### src/core/rtc_pkg.sv
package rtc_pkg;
	localparam logic [7:0] addr_ctrl_one   = 8'h00;
	localparam logic [7:0] addr_ctrl_two   = 8'h01;
	localparam logic [7:0] addr_seconds    = 8'h02;
	localparam logic [7:0] addr_minutes    = 8'h03;
	localparam logic [7:0] addr_hours      = 8'h04;
	localparam logic [7:0] addr_date       = 8'h05;
	localparam logic [7:0] addr_weekday    = 8'h06;
	localparam logic [7:0] addr_month      = 8'h07;
	localparam logic [7:0] addr_year       = 8'h08;
	localparam logic [7:0] addr_al_minute  = 8'h09;
	localparam logic [7:0] addr_al_hour    = 8'h0a;
	localparam logic [7:0] addr_al_date    = 8'h0b;
	localparam logic [7:0] addr_al_weekday = 8'h0c;
	localparam logic [7:0] addr_square     = 8'h0d;
	localparam logic [7:0] addr_last_decode = 8'h0f;
	localparam logic [6:0] slave_addr      = 7'h51;
	localparam int         bit_pending     = 3;
	localparam int         bit_irq_enable  = 1;
	localparam int         bit_field_dis   = 7;
	localparam int         bit_osc_fail    = 7;
	localparam int         bit_sq_enable   = 7;
	localparam logic [1:0] rate_32k        = 2'h0;
	localparam logic [1:0] rate_1k         = 2'h1;
	localparam logic [1:0] rate_32         = 2'h2;
	localparam logic [1:0] rate_1          = 2'h3;
	localparam int         osc_per_second  = 32768;
	localparam logic [7:0] month_feb       = 8'h02;
	localparam logic [7:0] osc_timeout_default = 8'h40;
	localparam logic [7:0] reset_seconds   = 8'h80;
	localparam logic [7:0] reset_alarm     = 8'h80;
	localparam logic [7:0] reset_square    = 8'h80;

	typedef struct packed {
		logic [7:0] seconds;
		logic [7:0] minutes;
		logic [7:0] hours;
		logic [7:0] date;
		logic [7:0] weekday;
		logic [7:0] month;
		logic [7:0] year;
	} time_t;

	typedef struct packed {
		logic       wr;
		logic       rd;
		logic [7:0] addr;
		logic [7:0] wdata;
	} reg_req_t;
endpackage

### src/core/rtc_core.sv
// Notes on behaviour
// [RL1] year divisible by four is leap
// [RL2] seconds 00..59, carry to minutes
// [RL3] minutes 00..59, carry to hours
// [RL4] hours 00..23, carry date and weekday
// [RL5] weekday counts 00..06 then wraps
// [RL6] date end depends on month, leap
// [RL7] month 1..12, wrap advances year
// [RL8] year 00..99 wraps to 00
// [RL9] alarm field compared only when disable 0
// [RL10] write 0 clears flag, 1 keeps
// [RL11] interrupt low when flag and enable
// [RL12] square enable 0 releases output pin
// [RL13] rate field picks one of four
// [RL14] oscillator failure sets fail flag
// [RL15] halt stops only counting chain
// [RL16] stopped oscillator resets registers, exceptions one
// [RL17] no answer above address 0f
// [RL18] master keeps serial clock under 400k; the testbench master clocks it at 12.5 MHz (10 mclk cycles of 8 ns per bit)
// [RL19] unimplemented bits hold no storage
// [RL20] software loads only logical values
// [RL21] flag set on entering match only
// [RL22] answers slave address a2/a3 only
// [RL23] pointer increments after every data byte
// [RL24] second tick from 32768 oscillator edges
// [RL25] unimplemented bits read zero
`timescale 1ns/100ps
`default_nettype none
module rtc_core
	import rtc_pkg::*;
#(
	parameter int osc_timeout = 64
) (
	// clock and reset
	input  wire logic mclk,
	input  wire logic rst,
	// oscillator input and halt control
	input  wire logic osc_clk,
	input  wire logic count_halt,
	// serial bus
	input  wire logic scl_in,
	input  wire logic sda_in,
	output logic      sda_out,
	output logic      sda_oe,
	// open-drain outputs
	output logic      irq_n_out,
	output logic      irq_n_oe,
	output logic      square_wave_out,
	output logic      square_wave_oe,
	// status
	output logic      time_halted
);
	logic [2:0]  sync_q;
	logic        osc_s;
	logic        scl_s;
	logic        sda_s;
	logic        osc_d;
	logic        osc_rise;
	logic [7:0]  stall_cnt;
	logic        osc_stopped;
	logic        int_rst;
	logic        halt_s;
	logic [14:0] div;
	logic        tick;
	time_t       t;
	time_t       next_t;
	logic        pending;
	logic        irq_enable;
	logic [3:0]  field_dis;
	logic [6:0]  al_minute;
	logic [5:0]  al_hour;
	logic [5:0]  al_date;
	logic [2:0]  al_weekday;
	logic        sq_enable;
	logic [1:0]  sq_rate;
	logic        osc_fail;
	logic        match;
	logic        match_d;
	logic [7:0]  rdata;
	logic [7:0]  sec_inc;
	logic        slave_sda_oe;
	reg_req_t    req;
	logic        sq_level;
	logic [7:0]  last_day;
	logic        leap;

	rtc_sync #(.width(3)) u_sync (
		.mclk     (mclk),
		.rst      (rst),
		.async_in ({osc_clk, scl_in, sda_in}),
		.sync_out (sync_q)
	);
	assign osc_s = sync_q[2];
	assign scl_s = sync_q[1];
	assign sda_s = sync_q[0];

	rtc_sync #(.width(1)) u_halt_sync (
		.mclk     (mclk),
		.rst      (rst),
		.async_in (count_halt),
		.sync_out (halt_s)
	);

	assign osc_rise = osc_s & ~osc_d;

	// oscillator watchdog and internal reset
	always_ff @(posedge mclk or posedge rst) begin
		if (rst) begin
			osc_d       <= 1'b0;
			stall_cnt   <= 8'h00;
			osc_stopped <= 1'b1;
		end else begin
			osc_d <= osc_s;
			if (osc_rise) begin
				stall_cnt   <= 8'h00;
				osc_stopped <= 1'b0;
			end else if (stall_cnt == 8'(osc_timeout)) begin
				osc_stopped <= 1'b1;
			end else begin
				stall_cnt <= stall_cnt + 8'h01;
			end
		end
	end
	assign int_rst = rst | osc_stopped; // RL16

	rtc_i2c_slave u_slave (
		.mclk   (mclk),
		.rst    (int_rst), // RL16
		.scl    (scl_s),
		.sda    (sda_s),
		.sda_oe (slave_sda_oe),
		.req    (req),
		.rdata  (rdata)
	);

	// one-second divider
	always_ff @(posedge mclk or posedge int_rst) begin
		if (int_rst) begin
			div  <= 15'h0000;
			tick <= 1'b0;
		end else begin
			tick <= 1'b0;
			if (osc_rise) begin
				div <= div + 15'h0001;
				if (div == 15'(osc_per_second - 1)) begin
					tick <= 1'b1; // RL24
				end
			end
		end
	end

	assign leap = (t.year[4] == 1'b0) ? (t.year[1:0] == 2'h0)
	                                  : (t.year[1:0] == 2'h2); // RL1
	always_comb begin
		case (t.month)
		8'h04, 8'h06, 8'h09, 8'h11: last_day = 8'h30;
		month_feb:                  last_day = leap ? 8'h29 : 8'h28;
		default:                    last_day = 8'h31;
		endcase
	end // RL6

	function automatic logic [7:0] bcd_inc(input logic [7:0] v);
		bcd_inc = (v[3:0] == 4'h9) ? {v[7:4] + 4'h1, 4'h0} : v + 8'h01;
	endfunction
	assign sec_inc = bcd_inc({1'b0, t.seconds[6:0]});

	// counting chain
	always_comb begin
		next_t = t;
		if (t.seconds[6:0] == 7'h59) begin // RL2
			next_t.seconds[6:0] = 7'h00;
			if (t.minutes == 8'h59) begin // RL3
				next_t.minutes = 8'h00;
				if (t.hours == 8'h23) begin // RL4
					next_t.hours   = 8'h00;
					next_t.weekday = (t.weekday == 8'h06) ? 8'h00 : t.weekday + 8'h01; // RL5
					if (t.date == last_day) begin // RL6
						next_t.date = 8'h01;
						if (t.month == 8'h12) begin // RL7
							next_t.month = 8'h01;
							next_t.year  = (t.year == 8'h99) ? 8'h00 : bcd_inc(t.year); // RL8
						end else begin
							next_t.month = bcd_inc(t.month);
						end
					end else begin
						next_t.date = bcd_inc(t.date);
					end
				end else begin
					next_t.hours = bcd_inc(t.hours);
				end
			end else begin
				next_t.minutes = bcd_inc(t.minutes);
			end
		end else begin
			next_t.seconds[6:0] = sec_inc[6:0];
		end
	end

	always_ff @(posedge mclk or posedge int_rst) begin
		if (int_rst) begin
			t <= '0;
		end else if (req.wr) begin
			case (req.addr)
			addr_seconds: t.seconds[6:0] <= req.wdata[6:0]; // RL19
			addr_minutes: t.minutes      <= {1'b0, req.wdata[6:0]};
			addr_hours:   t.hours        <= {2'b00, req.wdata[5:0]};
			addr_date:    t.date         <= {2'b00, req.wdata[5:0]};
			addr_weekday: t.weekday      <= {5'h00, req.wdata[2:0]};
			addr_month:   t.month        <= {3'h0, req.wdata[4:0]};
			addr_year:    t.year         <= req.wdata;
			default:      t              <= t;
			endcase
		end else if (tick && !halt_s) begin // RL15
			t <= next_t;
		end
	end

	// oscillator fail flag, held through the internal reset
	always_ff @(posedge mclk or posedge rst) begin
		if (rst) begin
			osc_fail <= 1'b1;
		end else if (osc_stopped) begin
			osc_fail <= 1'b1; // RL14
		end else if (req.wr && req.addr == addr_seconds) begin
			osc_fail <= req.wdata[bit_osc_fail];
		end
	end

	// interrupt enable
	always_ff @(posedge mclk or posedge int_rst) begin
		if (int_rst) begin
			irq_enable <= 1'b0;
		end else if (req.wr && req.addr == addr_ctrl_two) begin
			irq_enable <= req.wdata[bit_irq_enable]; // RL11
		end
	end

	// square-wave control
	always_ff @(posedge mclk or posedge int_rst) begin
		if (int_rst) begin
			sq_enable <= 1'b1; // RL12
			sq_rate   <= rate_32k;
		end else if (req.wr && req.addr == addr_square) begin
			sq_enable <= req.wdata[bit_sq_enable];
			sq_rate   <= req.wdata[1:0];
		end
	end

	// alarm registers
	always_ff @(posedge mclk or posedge int_rst) begin
		if (int_rst) begin
			field_dis  <= 4'hf; // RL16
			al_minute  <= 7'h00;
			al_hour    <= 6'h00;
			al_date    <= 6'h00;
			al_weekday <= 3'h0;
		end else if (req.wr) begin
			case (req.addr)
			addr_al_minute:  {field_dis[0], al_minute}  <= {req.wdata[7], req.wdata[6:0]};
			addr_al_hour:    {field_dis[1], al_hour}    <= {req.wdata[7], req.wdata[5:0]};
			addr_al_date:    {field_dis[2], al_date}    <= {req.wdata[7], req.wdata[5:0]};
			addr_al_weekday: {field_dis[3], al_weekday} <= {req.wdata[7], req.wdata[2:0]};
			default:         field_dis <= field_dis;
			endcase
		end
	end

	// alarm compare
	assign match = (field_dis[0] || t.minutes[6:0] == al_minute) &&
	               (field_dis[1] || t.hours[5:0] == al_hour) &&
	               (field_dis[2] || t.date[5:0] == al_date) &&
	               (field_dis[3] || t.weekday[2:0] == al_weekday); // RL9

	always_ff @(posedge mclk or posedge int_rst) begin
		if (int_rst) begin
			match_d <= 1'b1;
			pending <= 1'b0;
		end else begin
			match_d <= match;
			if (match && !match_d) begin
				pending <= 1'b1; // RL21
			end else if (req.wr && req.addr == addr_ctrl_two && !req.wdata[bit_pending]) begin
				pending <= 1'b0; // RL10
			end
		end
	end

	// read mux
	always_ff @(posedge mclk or posedge int_rst) begin
		if (int_rst) begin
			rdata <= 8'h00;
		end else if (req.rd) begin
			case (req.addr)
			addr_ctrl_two:   rdata <= {4'h0, pending, 1'b0, irq_enable, 1'b0}; // RL25
			addr_seconds:    rdata <= {osc_fail, t.seconds[6:0]};
			addr_minutes:    rdata <= t.minutes;
			addr_hours:      rdata <= t.hours;
			addr_date:       rdata <= t.date;
			addr_weekday:    rdata <= t.weekday;
			addr_month:      rdata <= t.month;
			addr_year:       rdata <= t.year;
			addr_al_minute:  rdata <= {field_dis[0], al_minute};
			addr_al_hour:    rdata <= {field_dis[1], 1'b0, al_hour};
			addr_al_date:    rdata <= {field_dis[2], 1'b0, al_date};
			addr_al_weekday: rdata <= {field_dis[3], 4'h0, al_weekday};
			addr_square:     rdata <= {sq_enable, 5'h00, sq_rate};
			default:         rdata <= 8'h00;
			endcase
		end
	end

	// square-wave source
	always_comb begin
		case (sq_rate) // RL13
		rate_32k: sq_level = osc_s;
		rate_1k:  sq_level = div[4];
		rate_32:  sq_level = div[9];
		default:  sq_level = div[14];
		endcase
	end

	// registered pin drivers
	always_ff @(posedge mclk or posedge rst) begin
		if (rst) begin
			sda_out         <= 1'b0;
			sda_oe          <= 1'b0;
			irq_n_out       <= 1'b0;
			irq_n_oe        <= 1'b0;
			square_wave_out <= 1'b0;
			square_wave_oe  <= 1'b0;
			time_halted     <= 1'b0;
		end else begin
			sda_out         <= 1'b0;
			sda_oe          <= slave_sda_oe;
			irq_n_out       <= 1'b0;
			irq_n_oe        <= pending & irq_enable; // RL11
			square_wave_out <= 1'b0;
			square_wave_oe  <= sq_enable & ~sq_level & ~osc_stopped; // RL12
			time_halted     <= halt_s;
		end
	end
endmodule
`default_nettype wire

### src/core/rtc_i2c_slave.sv
`timescale 1ns/100ps
`default_nettype none
module rtc_i2c_slave
	import rtc_pkg::*;
(
	// clock and reset
	input  wire logic       mclk,
	input  wire logic       rst,
	// synchronised bus lines
	input  wire logic       scl,
	input  wire logic       sda,
	output logic            sda_oe,
	// register access
	output var reg_req_t    req,
	input  wire logic [7:0] rdata
);
	typedef enum logic [2:0] {
		st_idle  = 3'b000,
		st_dev   = 3'b001,
		st_ack   = 3'b011,
		st_data  = 3'b010,
		st_send  = 3'b110,
		st_mack  = 3'b111
	} state_t;

	state_t     state;
	logic       scl_d;
	logic       sda_d;
	logic [3:0] bitcnt;
	logic [7:0] shift;
	logic       reading;
	logic       have_ptr;
	logic [7:0] ptr;
	logic       scl_rise;
	logic       scl_fall;
	logic       start_seen;
	logic       stop_seen;

	assign scl_rise   = scl & ~scl_d;
	assign scl_fall   = ~scl & scl_d;
	assign start_seen = scl & scl_d & sda_d & ~sda;
	assign stop_seen  = scl & scl_d & ~sda_d & sda;

	always_ff @(posedge mclk or posedge rst) begin
		if (rst) begin
			scl_d <= 1'b1;
			sda_d <= 1'b1;
		end else begin
			scl_d <= scl;
			sda_d <= sda;
		end
	end

	always_ff @(posedge mclk or posedge rst) begin
		if (rst) begin
			state    <= st_idle;
			bitcnt   <= 4'h0;
			shift    <= 8'h00;
			reading  <= 1'b0;
			have_ptr <= 1'b0;
			ptr      <= 8'h00;
			sda_oe   <= 1'b0;
			req      <= '0;
		end else begin
			req.wr <= 1'b0;
			req.rd <= 1'b0;
			if (start_seen) begin
				state    <= st_dev;
				bitcnt   <= 4'h0;
				have_ptr <= 1'b0;
				sda_oe   <= 1'b0;
			end else if (stop_seen) begin
				state  <= st_idle;
				sda_oe <= 1'b0;
			end else begin
				case (state)
				st_idle: begin
					sda_oe <= 1'b0;
				end
				st_dev, st_data: begin
					if (scl_rise) begin
						shift  <= {shift[6:0], sda};
						bitcnt <= bitcnt + 4'h1;
					end else if (scl_fall && bitcnt == 4'h8) begin
						bitcnt <= 4'h0;
						if (state == st_dev) begin
							if (shift[7:1] == slave_addr) begin // RL22
								reading <= shift[0];
								sda_oe  <= 1'b1;
								state   <= st_ack;
								if (shift[0]) begin
									req.rd   <= 1'b1;
									req.addr <= ptr;
								end
							end else begin
								state <= st_idle;
							end
						end else if (!have_ptr) begin
							ptr      <= shift;
							have_ptr <= 1'b1;
							sda_oe   <= (shift <= addr_last_decode); // RL17
							state    <= st_ack;
						end else begin
							req.wr    <= 1'b1;
							req.addr  <= ptr;
							req.wdata <= shift;
							ptr       <= ptr + 8'h01; // RL23
							sda_oe    <= (ptr <= addr_last_decode); // RL17
							state     <= st_ack;
						end
					end
				end
				st_ack: begin
					if (scl_fall) begin
						if (reading) begin
							shift  <= rdata;
							sda_oe <= ~rdata[7];
							bitcnt <= 4'h1;
							ptr    <= ptr + 8'h01; // RL23
							state  <= st_send;
						end else begin
							sda_oe <= 1'b0;
							state  <= st_data;
						end
					end
				end
				st_send: begin
					if (scl_fall) begin
						if (bitcnt == 4'h8) begin
							sda_oe <= 1'b0;
							state  <= st_mack;
						end else begin
							sda_oe <= ~shift[3'h7 - bitcnt[2:0]];
							bitcnt <= bitcnt + 4'h1;
						end
					end
				end
				st_mack: begin
					if (scl_rise) begin
						if (sda) begin
							state <= st_idle;
						end else begin
							req.rd   <= 1'b1;
							req.addr <= ptr;
							state    <= st_ack;
						end
					end
				end
				default: state <= st_idle;
				endcase
			end
		end
	end
endmodule
`default_nettype wire

### src/core/rtc_sync.sv
`timescale 1ns/100ps
`default_nettype none
module rtc_sync
	import rtc_pkg::*;
#(
	parameter int width = 1
) (
	// clock and reset
	input  wire logic             mclk,
	input  wire logic             rst,
	// levels
	input  wire logic [width-1:0] async_in,
	output logic      [width-1:0] sync_out
);
	logic [width-1:0] stage_one;

	always_ff @(posedge mclk or posedge rst) begin
		if (rst) begin
			stage_one <= '0;
			sync_out  <= '0;
		end else begin
			stage_one <= async_in;
			sync_out  <= stage_one;
		end
	end
endmodule
`default_nettype wire

### config.mk
export PLATFORM = sky130hd
export DESIGN_NAME = rtc_core
export DESIGN_NICKNAME = d
export VERILOG_FILES = /design/src/core/rtc_pkg.sv /design/src/core/rtc_core.sv /design/src/core/rtc_i2c_slave.sv /design/src/core/rtc_sync.sv
export SDC_FILE = /design/constraint.sdc
export NUM_CORES = 1
export LEC_CHECK = 0
export BUFFER_PORTS_ARGS = -buffer_cell sky130_fd_sc_hd__buf_2
export CORE_ASPECT_RATIO = 1.25
export CORE_MARGIN = 5
export CORE_UTILIZATION = 51
export CTS_BUF_LIST = sky130_fd_sc_hd__clkbuf_8
export DETAILED_ROUTE_END_ITERATION = 8
export GPL_ROUTABILITY_DRIVEN = 0
export GPL_TIMING_DRIVEN = 0
export PLACE_DENSITY_LB_ADDON = 0.25
export SYNTH_ARGS = -nofsm -noshare
export SYNTH_HDL_FRONTEND = slang
export SYNTH_SLANG_ARGS = --single-unit
### constraint.sdc
create_clock -name mclk -period 8.85 [get_ports mclk]
set_input_delay 0.4425 -clock mclk [delete_from_list [all_inputs] [get_ports mclk]]
set_output_delay 0.4425 -clock mclk [all_outputs]
set_load 0.02 [all_outputs]
==> key figures, run 1 <==
Placement
  • IO buf count: 9
  • Setup WS pre-CTS: 5.576 ns
  • HPWL after DPL: 22,280 µm

CTS
  • Post-CTS sizing: 0
  • Worst-path clk slew: 0.11 ns
  • Hold Buf Count CTS: 0
  • H-tree levels: 4
  • Worst skew pair latency: 0.49 ns
  • Root Buffer: clkbuf_8
  • CTS tree: built
  • Setup Fix Bufs, Post-CTS: 0
  • Max Root-Sink Buffers: 2
  • Clk sinks: 180
  • CTS Buf Count: 17

Worst hold path
  • Hold/Removal Path Class: in2reg

Timing
  • Part of the cycle the worst path needs: 39.68%
  • Worst Skew: 0.01743 ns
  • Setup ws final: 5.338 ns
  • Final min period: 3.512 ns
  • Worst Max-Slew Pin Slew: 1.365 ns
  • Slew headroom: 8.148%
  • Pins over their slew limit: 0
  • Final Setup Violations: 0
  • Max Clk Rate: 284.7 MHz
  • RSZ-0062 raised after global routing: false
  • Final hold vios: 0
  • Setup TNS: 0 ns

Global routing
  • Met3 GRT Util: 4.338%
  • GRT busiest layer: met2
  • GRT overflow: 0
  • First-pass GRT wire length: 49,040 µm
  • Initial antenna violation count: 0
  • Met1 usage: 32.78%
  • GR Util met2: 42.55%
  • Largest net degree at the start of global routing: 34
  • Total Routing Usage GR: 25.78%
  • Number of global-route vias before repair: 8,946

Detailed routing
  • DRT iter0 DRCs: 887
  • Residual DRC: 0
  • DRT Pass-1 Iters: 7
  • Via density: 6.427
  • Routed WL per cell: 20.70 µm
  • WL final: 30,290 µm
  • Via count: 9,402
  • Routed Antenna Nets: 0

Logic synthesis
  • Ys flop type: dfrtp_1
  • Async SR Flop Fraction: 100.0%
  • Cell Area, Synth: 10,640 µm²
  • Cells after synthesis: 1,141
  • Post-Syn Area per Cell: 9.321 µm²
  • EDFF count, synth: 0
  • Sequential area share after synthesis: 42.47%
  • Post-synth cell types: 77
  • Synth warn: 0
  • Yosys reg bits: 180

Critical path
  • Slowest-stage cell, CP: nor4_1
  • WS Path Type: reg2reg
  • Crit path launch type: register
  • CP endpoint kind: register
  • Crit Path Max Fanout: 10
  • CP cell instances: nor4_1, nand2_1, o21ai_0, clkbuf_1, o311ai_0, o21a_1
  • Crit path DAT: 3.90 ns
  • Required @ worst endpoint: 9.24 ns
  • Crit path largest cell delay: 1.14 ns

Pwr
  • VDD IR max: 0.1083 mV
  • Leak: 0.004996 µW
  • P per Cell Area: 136.1 nW/µm²

Layout
  • Final Util: 55.87%
  • Share of cells above drive strength 1: 10.34%
  • Filler instances: 1,896
  • Synth-to-Final Area Change: 8.576%
  • Ant. Diodes: 0
  • NumNets Final: 1,206

Floorplan
  • Die W: 139.2 µm
  • Core area: 20,670 µm²
  • Rows: 59
  • Die Footprint: 23,860 µm²
  • Initial core utilization: 51.45%
  • IO Pins: 13
  • Die height: 171.5 µm

Run status
  • Status: completed

Run
  • Max-cap violations: 0
## path summary, 6_finish.rpt
check	to	depth (start not counted)	slack (ns)	start
max	t[29]	6	5.34	u_slave.req[13]
min	u_halt_sync.stage_one	1	0.05	count_halt
max reg2reg	t[29]	6	5.34	u_slave.req[13]
min reg2reg	u_sync.sync_out[0]	0	0.36	u_sync.stage_one[0]
max in group asynchronous	field_dis[2]	4	7.20	osc_stopped
min in group asynchronous	div[1]	2	0.10	rst
## metrics by stage
| step | total power [µW] | area [µm²] | hold slack, ns | std cells |
|---|---|---|---|---|
| 4_1_cts | 1587 | 11550 | 0.01566 | 1463 |
| 2_1_floorplan | 973.9 | 10650 | 0.3312 | 1143 |
| 6_report | 1572 | 11550 | 0.04726 | 1463 |
| 3_3_place_gp | 999.5 | 11030 | 0.3323 | 1426 |
| 5_1_grt | 1639 | 11550 | 0.01666 | 1463 |
| 3_5_place_dp | 1012 | 11150 | 0.3347 | 1431 |
## sequential cells by signal (all words and copies together) (netlist names), 2 cells and up
name and flops:
stall_cnt 8, u_sync.sync_out 3, u_slave.ptr 8, u_slave.bitcnt 4
field_dis 4, u_sync.stage_one 3, al_date 6, u_slave.shift 8
div 15, al_weekday 3, rdata 8, u_slave.req 18
t 55, al_hour 6, sq_rate 2, u_slave.state 3
al_minute 7
## worst max-delay path: cells and delay by family (launching register included)
| kind | cells | cell delay [ns] |
|---|---|---|
| AOI/OAI and AO/OA | 3 | 0.83 |
| buffers and inverters | 1 | 0.39 |
| DFF | 1 | 0.40 |
| and+or+nand+nor | 2 | 1.79 |
## power by group
| part | internal (µW) | leakage (µW) | total (µW) | switching (µW) |
|---|---|---|---|---|
| logic | 47.1 | 0.00236 | 102 | 55.1 |
| registers | 852 | 0.00243 | 892 | 40.2 |
| clock network | 237 | 0.000206 | 577 | 341 |
## metal layers
metal	part of all wire [%]	wire [µm]	vias up
li1	-	-	4253
met1	40	12110	4515
met2	47	14160	479
met3	7.1	2142	155
met4	6.2	1882	0
met5	0	0	-
## final cells by class
cell class / count / area (µm²) / share of cell area [%]
buffer: 69 / 276.5 / 2.395
clock buffer: 17 / 234.0 / 2.026
clock inverter: 15 / 167.7 / 1.452
inverter: 45 / 168.9 / 1.463
multi-input combinational: 849 / 5688 / 49.26
sequential: 180 / 4517 / 39.12
tap: 274 / 342.8 / 2.969
timing repair buffer: 14 / 152.6 / 1.322
## cell usage in the layout (no fill, tap or decap), types with 11 or more instances in the layout
cell type and count:
a22oi_1 14, a22o_1 13, mux2_2 46, inv_1 45
clkbuf_8 17, dfrtp_1 170, and3_1 21, xnor2_1 26
buf_2 14, o21ai_0 87, a21oi_1 49, nor2b_1 16
mux2i_1 32, a221oi_1 13, ha_1 24, xor2_1 27
nor3_1 20, clkbuf_1 58, nand2_1 107, o211ai_1 12
nor2_1 76, o21a_1 11, nand3_1 44, a31oi_1 19
nand2b_1 13
## kinds of logic (layout without fill, tap and decap cells)
| family | count (synthesis) | after routing | share of synthesized area, % |
|---|---|---|---|
| other | 1 | 3 | 0.03526 |
| DFF | 180 | 180 | 42.47 |
| adders and majority gates | 24 | 24 | 2.824 |
| xor gates and xnor gates | 53 | 53 | 4.365 |
| buffers and inverters | 114 | 160 | 4.188 |
| muxes | 81 | 81 | 8.435 |
| AOI/OAI and AO/OA | 307 | 307 | 19.20 |
| and+or+nand+nor | 381 | 381 | 18.48 |
## cell usage after synthesis, types with 19 or more instances
cell      number  area [µm²]
and3_1        21       131.4
ha_1          24       300.3
mux2i_1       32       320.3
xnor2_1       26       227.7
xor2_1        27       236.5
clkbuf_1      58       217.7
a31oi_1       19       118.9
inv_1         44       165.2
o21ai_0       87       435.4
nand2_1      107       401.6
mux2_2        46       518.0
nor3_1        20       100.1
nand3_1       44       220.2
a21oi_1       49       245.2
dfrtp_1      170        4254
nor2_1        77       289.0
(Power assumes the default switching activity.)
==> run 2: changes to the inputs <==
- clock period: 8.85 -> 3.4 ns (I/O delays scaled with it)
==> run 2 against run 1 <==
Against the previous run:
- sequential cell count did not move
- hold slack gained 0.28 ns
- via count down 0.70%
- largest power group unchanged
- count of clock-buffer cells in the layout increased by 1
- sequential power increased to 2.6 times the previous value
- critical endpoint is now t[25]
- sequential share of layout area down 0.23 points
- die area stayed put
- total power rose to 2.6 times the previous value
- largest cell class unchanged
- non-clock buffer count grew 5
- cell count increased by 0.34%
- clock power increased to 2.7 times the previous value
==> key figures, run 2 (synthesis results as in run 1) <==
Placement
  • HPWL after DPL: 22,050 µm
  • IO buf count: 9

Layout
  • Synth-to-Final Area Change: 9.223%
  • Share of cells above drive strength 1: 10.39%
  • Filler instances: 1,868
  • Ant. Diodes: 0
  • Most common cell after layout, fill and taps aside: dfrtp_1
  • Largest Register: t
  • Final Util: 56.20%
  • Top flop regs: t (55), u_slave.req (18), div (15)
  • Max reg flops: 55
  • NumNets Final: 1,211
  • Most frequent cells in the layout: dfrtp_1 (170), nand2_1 (107), o21ai_0 (87)

Worst hold path
  • Hold/Removal Path Class: in2reg

Floorplan
  • Die height: 171.5 µm
  • Die W: 139.2 µm
  • Rows: 59
  • Initial core utilization: 51.45%
  • Core area: 20,670 µm²
  • Die Footprint: 23,860 µm²
  • IO Pins: 13

Run
  • Max-cap violations: 0

Detailed routing
  • WL final: 30,550 µm
  • Via density: 6.360
  • DRT Pass-1 Iters: 8
  • DRT iter0 DRCs: 847
  • Residual DRC: 0
  • Routed Antenna Nets: 0
  • Via count: 9,336
  • Routed WL per cell: 20.81 µm

Critical path
  • R2R Setup Slk: 0.33 ns
  • CP cell instances: inv_1, ha_1, or3b_2, nor4_2, nor4b_1, o21ai_0, buf_2, nand2_1, o41ai_1
  • Crit path DAT: 3.44 ns
  • Crit path launch type: register
  • Crit path largest cell delay: 0.50 ns
  • WS Path Type: reg2reg
  • CP endpoint kind: register
  • Slowest-stage cell, CP: or3b_2
  • Required @ worst endpoint: 3.77 ns
  • Crit Path Max Fanout: 10

Pwr
  • VDD IR max: 0.2878 mV
  • Leak: 0.005020 µW
  • P per Cell Area: 358.3 nW/µm²

CTS
  • H-tree levels: 4
  • Worst-path clk slew: 0.11 ns
  • Worst skew pair latency: 0.48 ns
  • Clk sinks: 180
  • Setup Fix Bufs, Post-CTS: 0
  • Root Buffer: clkbuf_8
  • CTS tree: built
  • Max Root-Sink Buffers: 2
  • CTS Buf Count: 17

Timing
  • Final hold vios: 0
  • Final Setup Violations: 0
  • Setup TNS: 0 ns
  • Slew headroom: 41.40%
  • Final min period: 3.070 ns
  • Max Clk Rate: 325.7 MHz
  • Part of the cycle the worst path needs: 90.29%
  • Worst Max-Slew Pin Slew: 0.8672 ns
  • Worst Skew: 0.01680 ns
  • RSZ-0062 raised after global routing: false
  • Pins over their slew limit: 0

Global routing
  • Total Routing Usage GR: 25.88%
  • Number of global-route vias before repair: 9,070
  • Initial antenna violation count: 0
  • Largest net degree at the start of global routing: 32
  • GRT overflow: 0
  • First-pass GRT wire length: 49,420 µm

Run status
  • Status: completed
run 2: final cells by class:
cell class | instances | area (µm²) | share of cell area [%]
tap | 274 | 342.8 | 2.951
clock inverter | 14 | 166.4 | 1.433
inverter | 45 | 168.9 | 1.454
buffer | 69 | 276.5 | 2.380
multi-input combinational | 849 | 5694 | 49.02
clock buffer | 18 | 247.7 | 2.133
timing repair buffer | 19 | 202.7 | 1.745
sequential | 180 | 4517 | 38.88
run 2: critical path: cells and delay by family, from the launching register on:
family,cells,cell delay [ns]
simple gates,4,1.03
compound gates,2,0.78
buf+inv,2,0.48
flops,1,0.46
fa+ha+maj,1,0.21
run 2: repair_timing:
item | CTS | global route
setup endpoints to repair | 0 | 6
hold buffers | 5 | 0
gates resized for setup | 0 | 1
endpoints found under the hold margin | 54 | 0
run 2: final timing paths:
path | from | end | depth (start not counted)
max | t[12] | t[25] | 9
min | osc_clk | u_sync.stage_one[2] | 2
max reg2reg | t[12] | t[25] | 9
min reg2reg | u_sync.stage_one[0] | u_sync.sync_out[0] | 0
max in group asynchronous | osc_stopped | t[5] | 5
min in group asynchronous | rst | stall_cnt[7] | 3
run 2: per-stage QoR:
step	hold slack, ns	std cells	setup WS, ns	total power [µW]	instance area (µm²)
6_report	0.3264	1468	0.3301	4162	11620
5_1_grt	0.3167	1468	0.06962	4332	11620
4_1_cts	0.2984	1468	0.1594	4189	11610
3_5_place_dp	0.2797	1431	0.1911	2631	11150
3_3_place_gp	0.2794	1426	-1.458	2603	11040
2_1_floorplan	0.1704	1143	-0.01965	2535	10650
run 2: routing by layer:
metal / wire [µm] / track usage [%] / vias up
met5: 0 / 0 / -
met4: 1754 / 13.40 / 0
met3: 2162 / 4.616 / 131
met2: 14080 / 42.44 / 459
met1: 12550 / 33.10 / 4480
li1: - / - / 4266
run 2: where the power goes:
| part | leakage [µW] | total (µW) | internal (µW) | switching, µW |
|---|---|---|---|---|
| clock | 0.000209 | 1570 | 696 | 876 |
| combinational | 0.00238 | 267 | 126 | 141 |
| sequential | 0.00243 | 2320 | 2220 | 104 |
